File: config.mk
export PLATFORM = sky130hd
export DESIGN_NAME = sram_ctrl
export DESIGN_NICKNAME = d
export VERILOG_FILES = /design/src/inc/sram_ctrl_pkg.sv /design/src/sram_ctrl.sv /design/src/cycle_timer.sv
export VERILOG_INCLUDE_DIRS = /design/src /design/src/inc
export SDC_FILE = /design/constraint.sdc
export NUM_CORES = 1
export LEC_CHECK = 0
export BUFFER_PORTS_ARGS = -buffer_cell sky130_fd_sc_hd__buf_4
export CAP_MARGIN = 20
export CORE_MARGIN = 1.5
export CORE_UTILIZATION = 45
export DETAILED_ROUTE_END_ITERATION = 8
export PLACE_DENSITY_LB_ADDON = 0.2
export SKIP_CTS_REPAIR_TIMING = 1
export SYNTH_ARGS = -nofsm -noshare
export SYNTH_HDL_FRONTEND = slang
export SYNTH_SLANG_ARGS = --single-unit
export TNS_END_PERCENT = 50
File: constraint.sdc
create_clock -name mclk -period 2.1 [get_ports mclk]
set_input_delay 0.21 -clock mclk [delete_from_list [all_inputs] [get_ports mclk]]
set_output_delay 0.21 -clock mclk [all_outputs]
set_load 0.03 [all_outputs]
File: src/inc/sram_ctrl_defs.svh
// Purpose: Constants for the asynchronous static memory controller
// Assumes: 20 MHz controller clock
// Notes: Times in ns, cycle counts derived from them
`ifndef SRAM_CTRL_DEFS_SVH
`define SRAM_CTRL_DEFS_SVH
`define CLK_PERIOD_NS 50
`define READ_CYCLE_TIME_NS 10
`define WRITE_PULSE_NS 7
`define DATA_SETUP_NS 6
`define RECOVERY_INTERVAL_NS 10
`define DESELECT_TO_RETENTION_GAP_NS 0
`define CYC_UP(t) ((((t) + `CLK_PERIOD_NS - 1) / `CLK_PERIOD_NS) < 1 ? 1 : \
    (((t) + `CLK_PERIOD_NS - 1) / `CLK_PERIOD_NS))
`define READ_CYCLES `CYC_UP(`READ_CYCLE_TIME_NS)
`define WRITE_CYCLES `CYC_UP(`WRITE_PULSE_NS)
`define SETUP_CYCLES `CYC_UP(`DATA_SETUP_NS)
`define RECOVERY_CYCLES `CYC_UP(`RECOVERY_INTERVAL_NS)
`define ADDR_WIDTH_DEF 20
`define DATA_WIDTH_DEF 16
`endif

File: src/inc/sram_ctrl_pkg.sv
// Purpose: Types for the static memory controller
// Assumes: Constants come from sram_ctrl_defs.svh
// Notes: Pin group carries the memory's control strobes
package sram_ctrl_pkg;
    typedef struct packed {
        logic chip_select_active_low;
        logic chip_select_active_high;
        logic write_strobe_n;
        logic output_gate_n;
        logic lower_byte_select_n;
        logic upper_byte_select_n;
    } sram_ctl_s;

    typedef enum logic [2:0] {
        ST_IDLE, ST_RD_SETUP, ST_RD_WAIT, ST_WR_SETUP, ST_WR_PULSE,
        ST_WR_END, ST_RECOVER
    } sram_state_e;

    typedef logic [3:0] cnt_t;
endpackage

File: src/sram_ctrl.sv
// Purpose: Host controller driving an asynchronous 16-bit static memory
// Assumes: One request at a time; read data settles within a cycle
// Notes: Data bus split into input, output and output enable
`timescale 1ns/10ps
`default_nettype none
`include "sram_ctrl_defs.svh"

module sram_ctrl
    import sram_ctrl_pkg::*;
#(
    parameter int ADDR_WIDTH = `ADDR_WIDTH_DEF,
    parameter int DATA_WIDTH = `DATA_WIDTH_DEF,
    parameter bit SINGLE_SELECT = 1'b0
) (
    input wire logic mclk,
    input wire logic rstn,
    input wire logic ce,
    input wire logic req_valid,
    input wire logic req_write,
    input wire logic [ADDR_WIDTH-1:0] req_addr,
    input wire logic [DATA_WIDTH-1:0] req_wdata,
    input wire logic [1:0] req_lanes,
    input wire logic retention_req,
    output logic req_ready,
    output logic rsp_valid,
    output logic [DATA_WIDTH-1:0] rsp_rdata,
    output logic retention_ok,
    output logic [ADDR_WIDTH-1:0] mem_addr,
    output sram_ctl_s mem_ctl,
    input wire logic [DATA_WIDTH-1:0] mem_data_in,
    output logic [DATA_WIDTH-1:0] mem_data_out,
    output logic [DATA_WIDTH-1:0] mem_data_oe
);
    // Refuse widths and read timings that the lane split and timer cannot serve
    if (DATA_WIDTH != 16 || ADDR_WIDTH < 1 || ADDR_WIDTH > 32 ||
        (`READ_CYCLES) + 2 > 15) begin : g_bad_param
        $error("sram_ctrl: unsupported parameter");
    end

    localparam cnt_t READ_CNT = cnt_t'(`READ_CYCLES);
    localparam cnt_t WRITE_CNT = cnt_t'(`WRITE_CYCLES);
    localparam cnt_t SETUP_CNT = cnt_t'(`SETUP_CYCLES);
    localparam cnt_t RECOVER_CNT = cnt_t'(`RECOVERY_CYCLES);
    localparam int HALF = DATA_WIDTH / 2;

    sram_state_e state_reg;
    logic [DATA_WIDTH-1:0] rd_sync1_reg;
    logic [DATA_WIDTH-1:0] rd_sync2_reg;
    logic [1:0] lanes_reg;
    logic load;
    cnt_t load_value;
    logic timer_done;

    cycle_timer #(.WIDTH(4)) phase_timer (
        .mclk(mclk),
        .rstn(rstn),
        .ce(ce),
        .load(load),
        .value(load_value),
        .done(timer_done)
    );

    // Timer loads on each phase entry except ST_WR_END and the return to ST_IDLE
    always_comb begin
        load = 1'b0;
        load_value = '0;
        unique case (state_reg)
            ST_IDLE: begin
                if (req_valid && !retention_req) begin
                    load = 1'b1;
                    load_value = SETUP_CNT;
                end
            end
            ST_RD_SETUP: begin
                load = 1'b1;
                load_value = READ_CNT + cnt_t'(2);
            end
            ST_WR_SETUP: begin
                load = 1'b1;
                load_value = WRITE_CNT;
            end
            ST_RD_WAIT, ST_WR_END: begin
                if (timer_done) begin
                    load = 1'b1;
                    load_value = RECOVER_CNT;
                end
            end
            ST_WR_PULSE, ST_RECOVER: begin
                load = 1'b0;
            end
        endcase
    end

    // Access sequencing
    always_ff @(posedge mclk or negedge rstn) begin
        if (!rstn) begin
            state_reg <= ST_IDLE;
        end else if (ce) begin
            unique case (state_reg)
                ST_IDLE: begin
                    if (req_valid && !retention_req) begin
                        state_reg <= req_write ? ST_WR_SETUP : ST_RD_SETUP;
                    end
                end
                ST_RD_SETUP: state_reg <= ST_RD_WAIT;
                ST_RD_WAIT: begin
                    if (timer_done) begin
                        state_reg <= ST_RECOVER;
                    end
                end
                ST_WR_SETUP: state_reg <= ST_WR_PULSE;
                ST_WR_PULSE: begin
                    if (timer_done) begin
                        state_reg <= ST_WR_END;
                    end
                end
                ST_WR_END: state_reg <= ST_RECOVER;
                ST_RECOVER: begin
                    if (timer_done) begin
                        state_reg <= ST_IDLE;
                    end
                end
            endcase
        end
    end

    // Address and lanes latched with the request, before select
    always_ff @(posedge mclk or negedge rstn) begin
        if (!rstn) begin
            mem_addr <= '0;
            lanes_reg <= 2'h0;
            mem_data_out <= '0;
        end else if (ce && state_reg == ST_IDLE && req_valid &&
                     !retention_req) begin
            mem_addr <= req_addr;
            lanes_reg <= req_lanes;
            mem_data_out <= req_wdata;
        end
    end

    // Control strobes; select asserted one cycle after address
    always_ff @(posedge mclk or negedge rstn) begin
        if (!rstn) begin
            mem_ctl <= '{1'b1, 1'b0, 1'b1, 1'b1, 1'b1, 1'b1};
        end else if (ce) begin
            mem_ctl <= '{1'b1, 1'b0, 1'b1, 1'b1, 1'b1, 1'b1};
            unique case (state_reg)
                ST_RD_SETUP, ST_RD_WAIT: begin
                    if (!(state_reg == ST_RD_WAIT && timer_done)) begin
                        mem_ctl.chip_select_active_low <= 1'b0;
                        mem_ctl.chip_select_active_high <= !SINGLE_SELECT;
                        mem_ctl.write_strobe_n <= 1'b1;
                        mem_ctl.output_gate_n <= 1'b0;
                        mem_ctl.lower_byte_select_n <= !lanes_reg[0];
                        mem_ctl.upper_byte_select_n <= !lanes_reg[1];
                    end
                end
                ST_WR_SETUP, ST_WR_PULSE: begin
                    if (!(state_reg == ST_WR_PULSE && timer_done)) begin
                        mem_ctl.chip_select_active_low <= 1'b0;
                        mem_ctl.chip_select_active_high <= !SINGLE_SELECT;
                        mem_ctl.write_strobe_n <= 1'b0;
                        mem_ctl.output_gate_n <= 1'b1;
                        mem_ctl.lower_byte_select_n <= !lanes_reg[0];
                        mem_ctl.upper_byte_select_n <= !lanes_reg[1];
                    end
                end
                default: begin
                end
            endcase
        end
    end

    // Data drive held two cycles past the write end edge
    always_ff @(posedge mclk or negedge rstn) begin
        if (!rstn) begin
            mem_data_oe <= '0;
        end else if (ce) begin
            if (state_reg == ST_WR_SETUP || state_reg == ST_WR_PULSE ||
                state_reg == ST_WR_END) begin
                mem_data_oe <= {{HALF{lanes_reg[1]}}, {HALF{lanes_reg[0]}}};
            end else begin
                mem_data_oe <= '0;
            end
        end
    end

    // Read data synchroniser
    always_ff @(posedge mclk or negedge rstn) begin
        if (!rstn) begin
            rd_sync1_reg <= '0;
            rd_sync2_reg <= '0;
        end else if (ce) begin
            rd_sync1_reg <= mem_data_in;
            rd_sync2_reg <= rd_sync1_reg;
        end
    end

    // Response and handshake
    always_ff @(posedge mclk or negedge rstn) begin
        if (!rstn) begin
            rsp_valid <= 1'b0;
            rsp_rdata <= '0;
            req_ready <= 1'b0;
            retention_ok <= 1'b0;
        end else if (ce) begin
            rsp_valid <= 1'b0;
            if (state_reg == ST_RD_WAIT && timer_done) begin
                rsp_valid <= 1'b1;
                rsp_rdata <= rd_sync2_reg;
            end else if (state_reg == ST_WR_END) begin
                rsp_valid <= 1'b1;
            end
            req_ready <= (state_reg == ST_IDLE) && !req_valid;
            retention_ok <= (state_reg == ST_IDLE) && retention_req;
        end
    end
endmodule
`default_nettype wire

File: src/cycle_timer.sv
// Purpose: Down counter that times one phase of a memory access
// Assumes: load and clock enable come from the same clock domain
// Notes: done is high when the count has expired
`timescale 1ns/10ps
`default_nettype none
module cycle_timer #(
    parameter int WIDTH = 4
) (
    input wire logic mclk,
    input wire logic rstn,
    input wire logic ce,
    input wire logic load,
    input wire logic [WIDTH-1:0] value,
    output logic done
);
    logic [WIDTH-1:0] count_reg;

    if (WIDTH < 1) begin : g_bad_width
        $error("cycle_timer: width below one");
    end

    always_ff @(posedge mclk or negedge rstn) begin
        if (!rstn) begin
            count_reg <= '0;
        end else if (ce) begin
            if (load) begin
                count_reg <= value;
            end else if (count_reg != '0) begin
                count_reg <= count_reg - WIDTH'(1);
            end
        end
    end

    assign done = (count_reg == '0);
endmodule
`default_nettype wire

# Word level (Yosys, flattened, before mapping)
# Index checks and enable logic that the tools add are counted.
totals:
  regBits: 118
  input_bits: 60
  output_inout_bits: 77
  elab_cells: 75
op_classes:
  n_addsub: 1
  eq_ne: 10
  n_mux: 20
  n_reduce_logical: 26
op_table:
  columns: ["operator", "n"]
  rows:
  - ["3-bit one-hot mux with 7 select lines", 1]
  - ["16-bit two-way mux", 1]
  - ["4-bit one-hot mux with 4 select lines", 1]
  - ["3-bit two-way mux", 4]
  - ["6-bit two-way mux", 2]
  - ["6-bit one-hot mux with 2 select lines", 1]
  - ["2-bit OR reduction", 5]
  - ["3-bit equality test, second input constant", 3]
  - ["1-bit logical AND", 8]
  - ["4-bit two-way mux", 2]
  - ["2-bit inequality test, second input constant", 4]
  - ["3-bit by 2-bit equality test with 1-bit output, second input constant", 2]
  - ["1-bit two-way mux", 6]
  - ["5-bit AND reduction", 1]
  - ["1-bit logical NOT", 4]
  - ["4-bit logical NOT", 1]
  - ["1-bit one-hot mux with 4 select lines", 1]
  - ["2-bit AND reduction", 2]
  - ["4-bit nonzero test", 1]
  - ["4-bit by 1-bit subtractor with 4-bit output, second input constant", 1]
  - ["3-bit by 1-bit equality test with 1-bit output, second input constant", 1]
  - ["3-bit logical NOT", 1]
  - ["1-bit logical OR", 2]
  - ["2-bit two-way mux", 1]
  - ["2-bit nonzero test", 1]

# Longest topological paths before layout
logic_depth:
  depth_word: 6
  mapped_depth: 7
  depth_no_buf: 6

# Modules after synthesis
# Synthesis repeated with hierarchy kept, for this count alone.
unflattened:
  hier_cells: 313
  area_unflattened_um2: 4406.7
by_module_without_submodules:
  columns: ["module", "n_inst", "cells_per_inst", "area_each_um2"]
  rows:
  - ["sram_ctrl", 1, 283, 4119.0]
  - ["cycle_timer", 1, 30, 287.8]

# Least setup slack after synthesis
# Ideal clock, no wire load.
synth_timing:
  path_type: "register -> register"
  from: "register phase_timer.count_reg[0]"
  to: "register rsp_rdata[10]"
  arrival_ns: 1.947
  required_ns: 1.975
  setup_slack_ns: 0.029
  path_stages_with_launch: 8
  n_path_buf: 2
  period_less_slack_ns: 2.071
  cell_sequence: "dfrtp_1 -> inv_1 -> ha_1 -> or3b_1 -> buf_6 -> nor3_4 -> buf_8 -> mux2_2"
synth_via:
  elab_chain_cells: 3
synth_rtl:
  columns: ["element", "line", "rtl"]
  rows:
  - ["start, declared", "cycle_timer.sv:16", "logic [WIDTH-1:0] count_reg;"]
  - ["start signal, assigned", "cycle_timer.sv:27", "count_reg <= value;"]
  - ["start signal, assigned", "cycle_timer.sv:29", "count_reg <= count_reg - WIDTH'(1);"]
  - ["4-bit logical NOT", "cycle_timer.sv:34", "assign done = (count_reg == '0);"]
  - ["1-bit logical AND", "sram_ctrl.sv:208", "if (state_reg == ST_RD_WAIT && timer_done) begin"]
  - ["2-bit AND reduction (no source line)", null, null]
  - ["end signal, assigned", "sram_ctrl.sv:210", "rsp_rdata <= rd_sync2_reg;"]
  - ["end, declared", "sram_ctrl.sv:26", "output logic [DATA_WIDTH-1:0] rsp_rdata,"]
# Every way passes these cells.
# A chain may end at the register's enable or synchronous reset.

# Final worst setup path
layout_timing:
  from: "register phase_timer.count_reg[1]"
  to: "register rsp_rdata[4]"
# Same word-level chain as after synthesis.

==> impl_metrics.csv <==
group,metric,value,unit
clock_tree,htree_num_levels,3,
timing,setup_viol_count_final,0,
die,dieHeight,101,um
cells_and_area,final_common_cell,"sky130_fd_sc_hd__buf_4",
global_routing,grt_first_pass_wirelength,14000,um
power,total_leakage_power,2.72,nW
drt,vias,2838,
cells_and_area,most-common-layout-cells,"142 x sky130_fd_sc_hd__buf_4, 99 x sky130_fd_sc_hd__dfrtp_1, 88 x sky130_fd_sc_hd__mux2_2",
global_routing,grt-ovfl-total,0,
yosys,synthesis.instances,308,
critical_path,timing.critical_path.cells,"inv_1, ha_4, or3b_4, nor3_4, clkbuf_16, mux2_2",
placement,hpwl,5930,um
critical_path,critPathRequiredTime,2360,ps
drt,wl_per_cell,15.1,um
global_routing,grt_pass1_vias,2914,
die,floorplan.core_area,0.00928,mm^2
worst_hold_path,min-delay-path-class,"in2reg",
timing,number_of_hold_violations_in_the_final_report,0,
timing,rsz_0062_raised_after_global_routing,"false",
critical_path,worst_setup_path_end_kind,"flop",
clock_tree,ctsLongestPathBuffers,2,
power,power.density_cell_area,1400,mW/mm^2
global_routing,groute.usage.overall,17.6,%
placement,placed_cell_area,0.00542,mm^2
critical_path,crit_path_top_delay_cell,"sky130_fd_sc_hd__or3b_4",
cells_and_area,finish.instance_area,0.00569,mm^2
placement,gp_congestion,0.826,
critical_path,critical_path_depth,6,
timing,slew-limit-headroom,51.2,%
critical_path,timing.critical_path.from_type,"flop",
power,netSwitchingPower,0.00312,W
timing,fin_worst_skew,14.2,ps
cells_and_area,largest_register_ff_count,20,
clock_tree,numClockSinks,104,
timing,timing.fmax,499,MHz
die,num_rows,35,
drt,initialDrtViolationCount,103,
timing,tightestPinTransition,733,ps
cells_and_area,layout_filler_cell_count,796,
clock_tree,path_clk_slew,110,ps
timing,tns,0,ps
yosys,synth.cell_area,0.00433,mm^2
power,combinationalPowerShare,44.5,%
yosys,synthTopCellsByArea,"sky130_fd_sc_hd__dfrtp_1 57%, sky130_fd_sc_hd__mux2_2 23%, sky130_fd_sc_hd__dfstp_2 3.0%, sky130_fd_sc_hd__buf_4 2.4%, sky130_fd_sc_hd__a21oi_1 0.93%",
yosys,synth_ff_type,"sky130_fd_sc_hd__dfrtp_1",
critical_path,critical-path-top-delay-family,"simple AND/OR/NAND/NOR gates",
die,top_level_i_o_count,137,
yosys,synth.ff_latch_count,104,
global_routing,grt_antenna_before_repair,0,
yosys,synth.net_count,369,
clock_tree,tritoncts.num_buffers,9,
yosys,ys.warnings.count,0,
yosys,synthDistinctLibCells,45,
placement,io_buffers,136,
critical_path,timing.critical_path.slowest_cell_delay,420,ps
drt,routed_wirelength,8600,um
drt,drc,0,
yosys,number_of_flops_mapped_to_enable_cells_by_yosys,0,
yosys,synth_largest_type_area_fraction,57.2,%
cells_and_area,most_flops_register,"mem_addr",
drt,detail_route.vias_per_cell,4.99,
cells_and_area,multi_input_area,0.00152,mm^2
power,seq_power_share,39.1,%
cells_and_area,num-nets-final,496,
power,clkPwrFrac,16.4,%
clock_tree,tritoncts,"built",
power,internal_power,0.00482,W
cells_and_area,final-seq-area,0.00261,mm^2
cells_and_area,num_antenna_cells,0,
critical_path,critical_path_peak_fanout,8,
yosys,synthesis.area_per_instance,14.1,um^2
cells_and_area,drive_above_1_share,60.2,%
outcome,run_status,"finished clean",
yosys,ffs_w_async_s_r_synth,100,%
die,initial_utilization,46.6,%
global_routing,pin_count_of_the_biggest_net_entering_global_routing,66,
worst_hold_path,holdPathStages,2,
timing,timing_max_transition_violations_final,0,
power,swShare,39.3,%
timing,min_period_over_period,95.5,%
cells_and_area,flow.area_growth_from_synthesis,31.4,%
critical_path,worstSetupPathType,"reg2reg",
clock_tree,cts-root-buf,"sky130_fd_sc_hd__clkbuf_8",
yosys,synth_sequential_area_ratio,60.3,%
drt,drt_pre_antenna_iters,5,
timing,hold_ws,61.4,ps
yosys,synth_top_cell_by_area,"sky130_fd_sc_hd__dfrtp_1",
timing,min_period,2010,ps
power,fin_total_pwr,0.00794,W
run,max_cap_violations,0,
power,peakVddDrop,719,uV
drt,antenna_left,0,
critical_path,cp.buffers_inverters,2,
critical_path,timing.reg2reg.worst_path_depth,6,
clock_tree,clkLatencyLatePin,370,ps
critical_path,cp_data_arrival_time,2260,ps
die,dieArea,0.0102,mm^2
die,die_x,101,um
==> synthesized netlist by cell type (2+ instances only) <==
library cell               number
sky130_fd_sc_hd__buf_6          2
sky130_fd_sc_hd__nor2_1         8
sky130_fd_sc_hd__dfstp_2        5
sky130_fd_sc_hd__nor2b_1        6
sky130_fd_sc_hd__buf_2          3
sky130_fd_sc_hd__dfrtp_1       99
sky130_fd_sc_hd__clkbuf_1      10
sky130_fd_sc_hd__a31oi_1        3
sky130_fd_sc_hd__o21ai_0        4
sky130_fd_sc_hd__a21oi_1        8
sky130_fd_sc_hd__o21a_1         2
sky130_fd_sc_hd__nor4b_1        2
sky130_fd_sc_hd__nand2b_1       5
sky130_fd_sc_hd__nand2_1        6
sky130_fd_sc_hd__o22ai_1        3
sky130_fd_sc_hd__or2_2          2
sky130_fd_sc_hd__inv_1          6
sky130_fd_sc_hd__o31ai_1        2
sky130_fd_sc_hd__nand3_1        4
sky130_fd_sc_hd__buf_4         14
sky130_fd_sc_hd__nor4_1         3
sky130_fd_sc_hd__mux2_2        88
==> worst paths after layout <==
check                                                to  slack (ps)                                 start
max in group asynchronous        mem_ctl[5]$_DFFE_PN1P_        1100                                  rstn
hold reg to reg                  mem_ctl[1]$_DFFE_PN1P_         450              lanes_reg[0]$_DFFE_PN0P_
setup reg to reg               rsp_rdata[4]$_DFFE_PN0P_          90  phase_timer.count_reg[1]$_DFFE_PN0P_
hold / removal             rd_sync1_reg[10]$_DFFE_PN0P_          60                       mem_data_in[10]
setup / recovery               rsp_rdata[4]$_DFFE_PN0P_          90  phase_timer.count_reg[1]$_DFFE_PN0P_
min in group asynchronous   mem_data_out[4]$_DFFE_PN0P_         380                                  rstn
==> power by group through the flow <==
stage | sequential, W | combinational, W | clock (W)
floorplan | 0.00416 | 0.00119 | 0
global placement | 0.00312 | 0.00345 | 0
detailed placement | 0.00315 | 0.00351 | 0
CTS | 0.00311 | 0.00351 | 0.00135
global route | 0.00321 | 0.00376 | 0.00145
finish | 0.00311 | 0.00354 | 0.00130
==> cells by family (layout without fill, tap and decap cells) <==
group / count (synthesis) / after routing / share of synthesized area (%)
adders and majority gates: 1 / 1 / 0.289
xor gates and xnor gates: 1 / 1 / 0.202
and+or+nand+nor: 46 / 46 / 6.51
AOI/OAI and AO/OA: 31 / 31 / 4.71
muxes: 88 / 88 / 22.9
DFF: 104 / 104 / 60.3
buffers and inverters: 37 / 169 / 5.12
==> layer usage <==
metal  vias to the layer above  global-route usage, %  wire length, um
met5                         -                      0                0
met4                         0                   5.98              119
met3                        11                   5.27              537
met2                        81                   28.9             4360
met1                      1417                   22.4             3580
li1                       1329                      -                -
==> cell type report <==
cell class / count / area share (%)
sequential: 104 / 45.9
multi-input combinational: 167 / 26.8
timing repair buffer: 147 / 20.4
tap: 129 / 2.84
clock buffer: 9 / 2.18
clock inverter: 7 / 1.50
inverter: 6 / 0.396
==> through the flow <==
stage          worst slack, ps  instances  utilization [%]
5_1_grt                   16.6        569             61.2
3_3_place_gp              92.5        551             58.4
6_report                  94.0        569             61.2
2_1_floorplan             28.7        308                -
3_5_place_dp             0.826        551             58.4
4_1_cts                  -22.1        567             60.6
No activity file was read; power rests on OpenSTA's default activity.
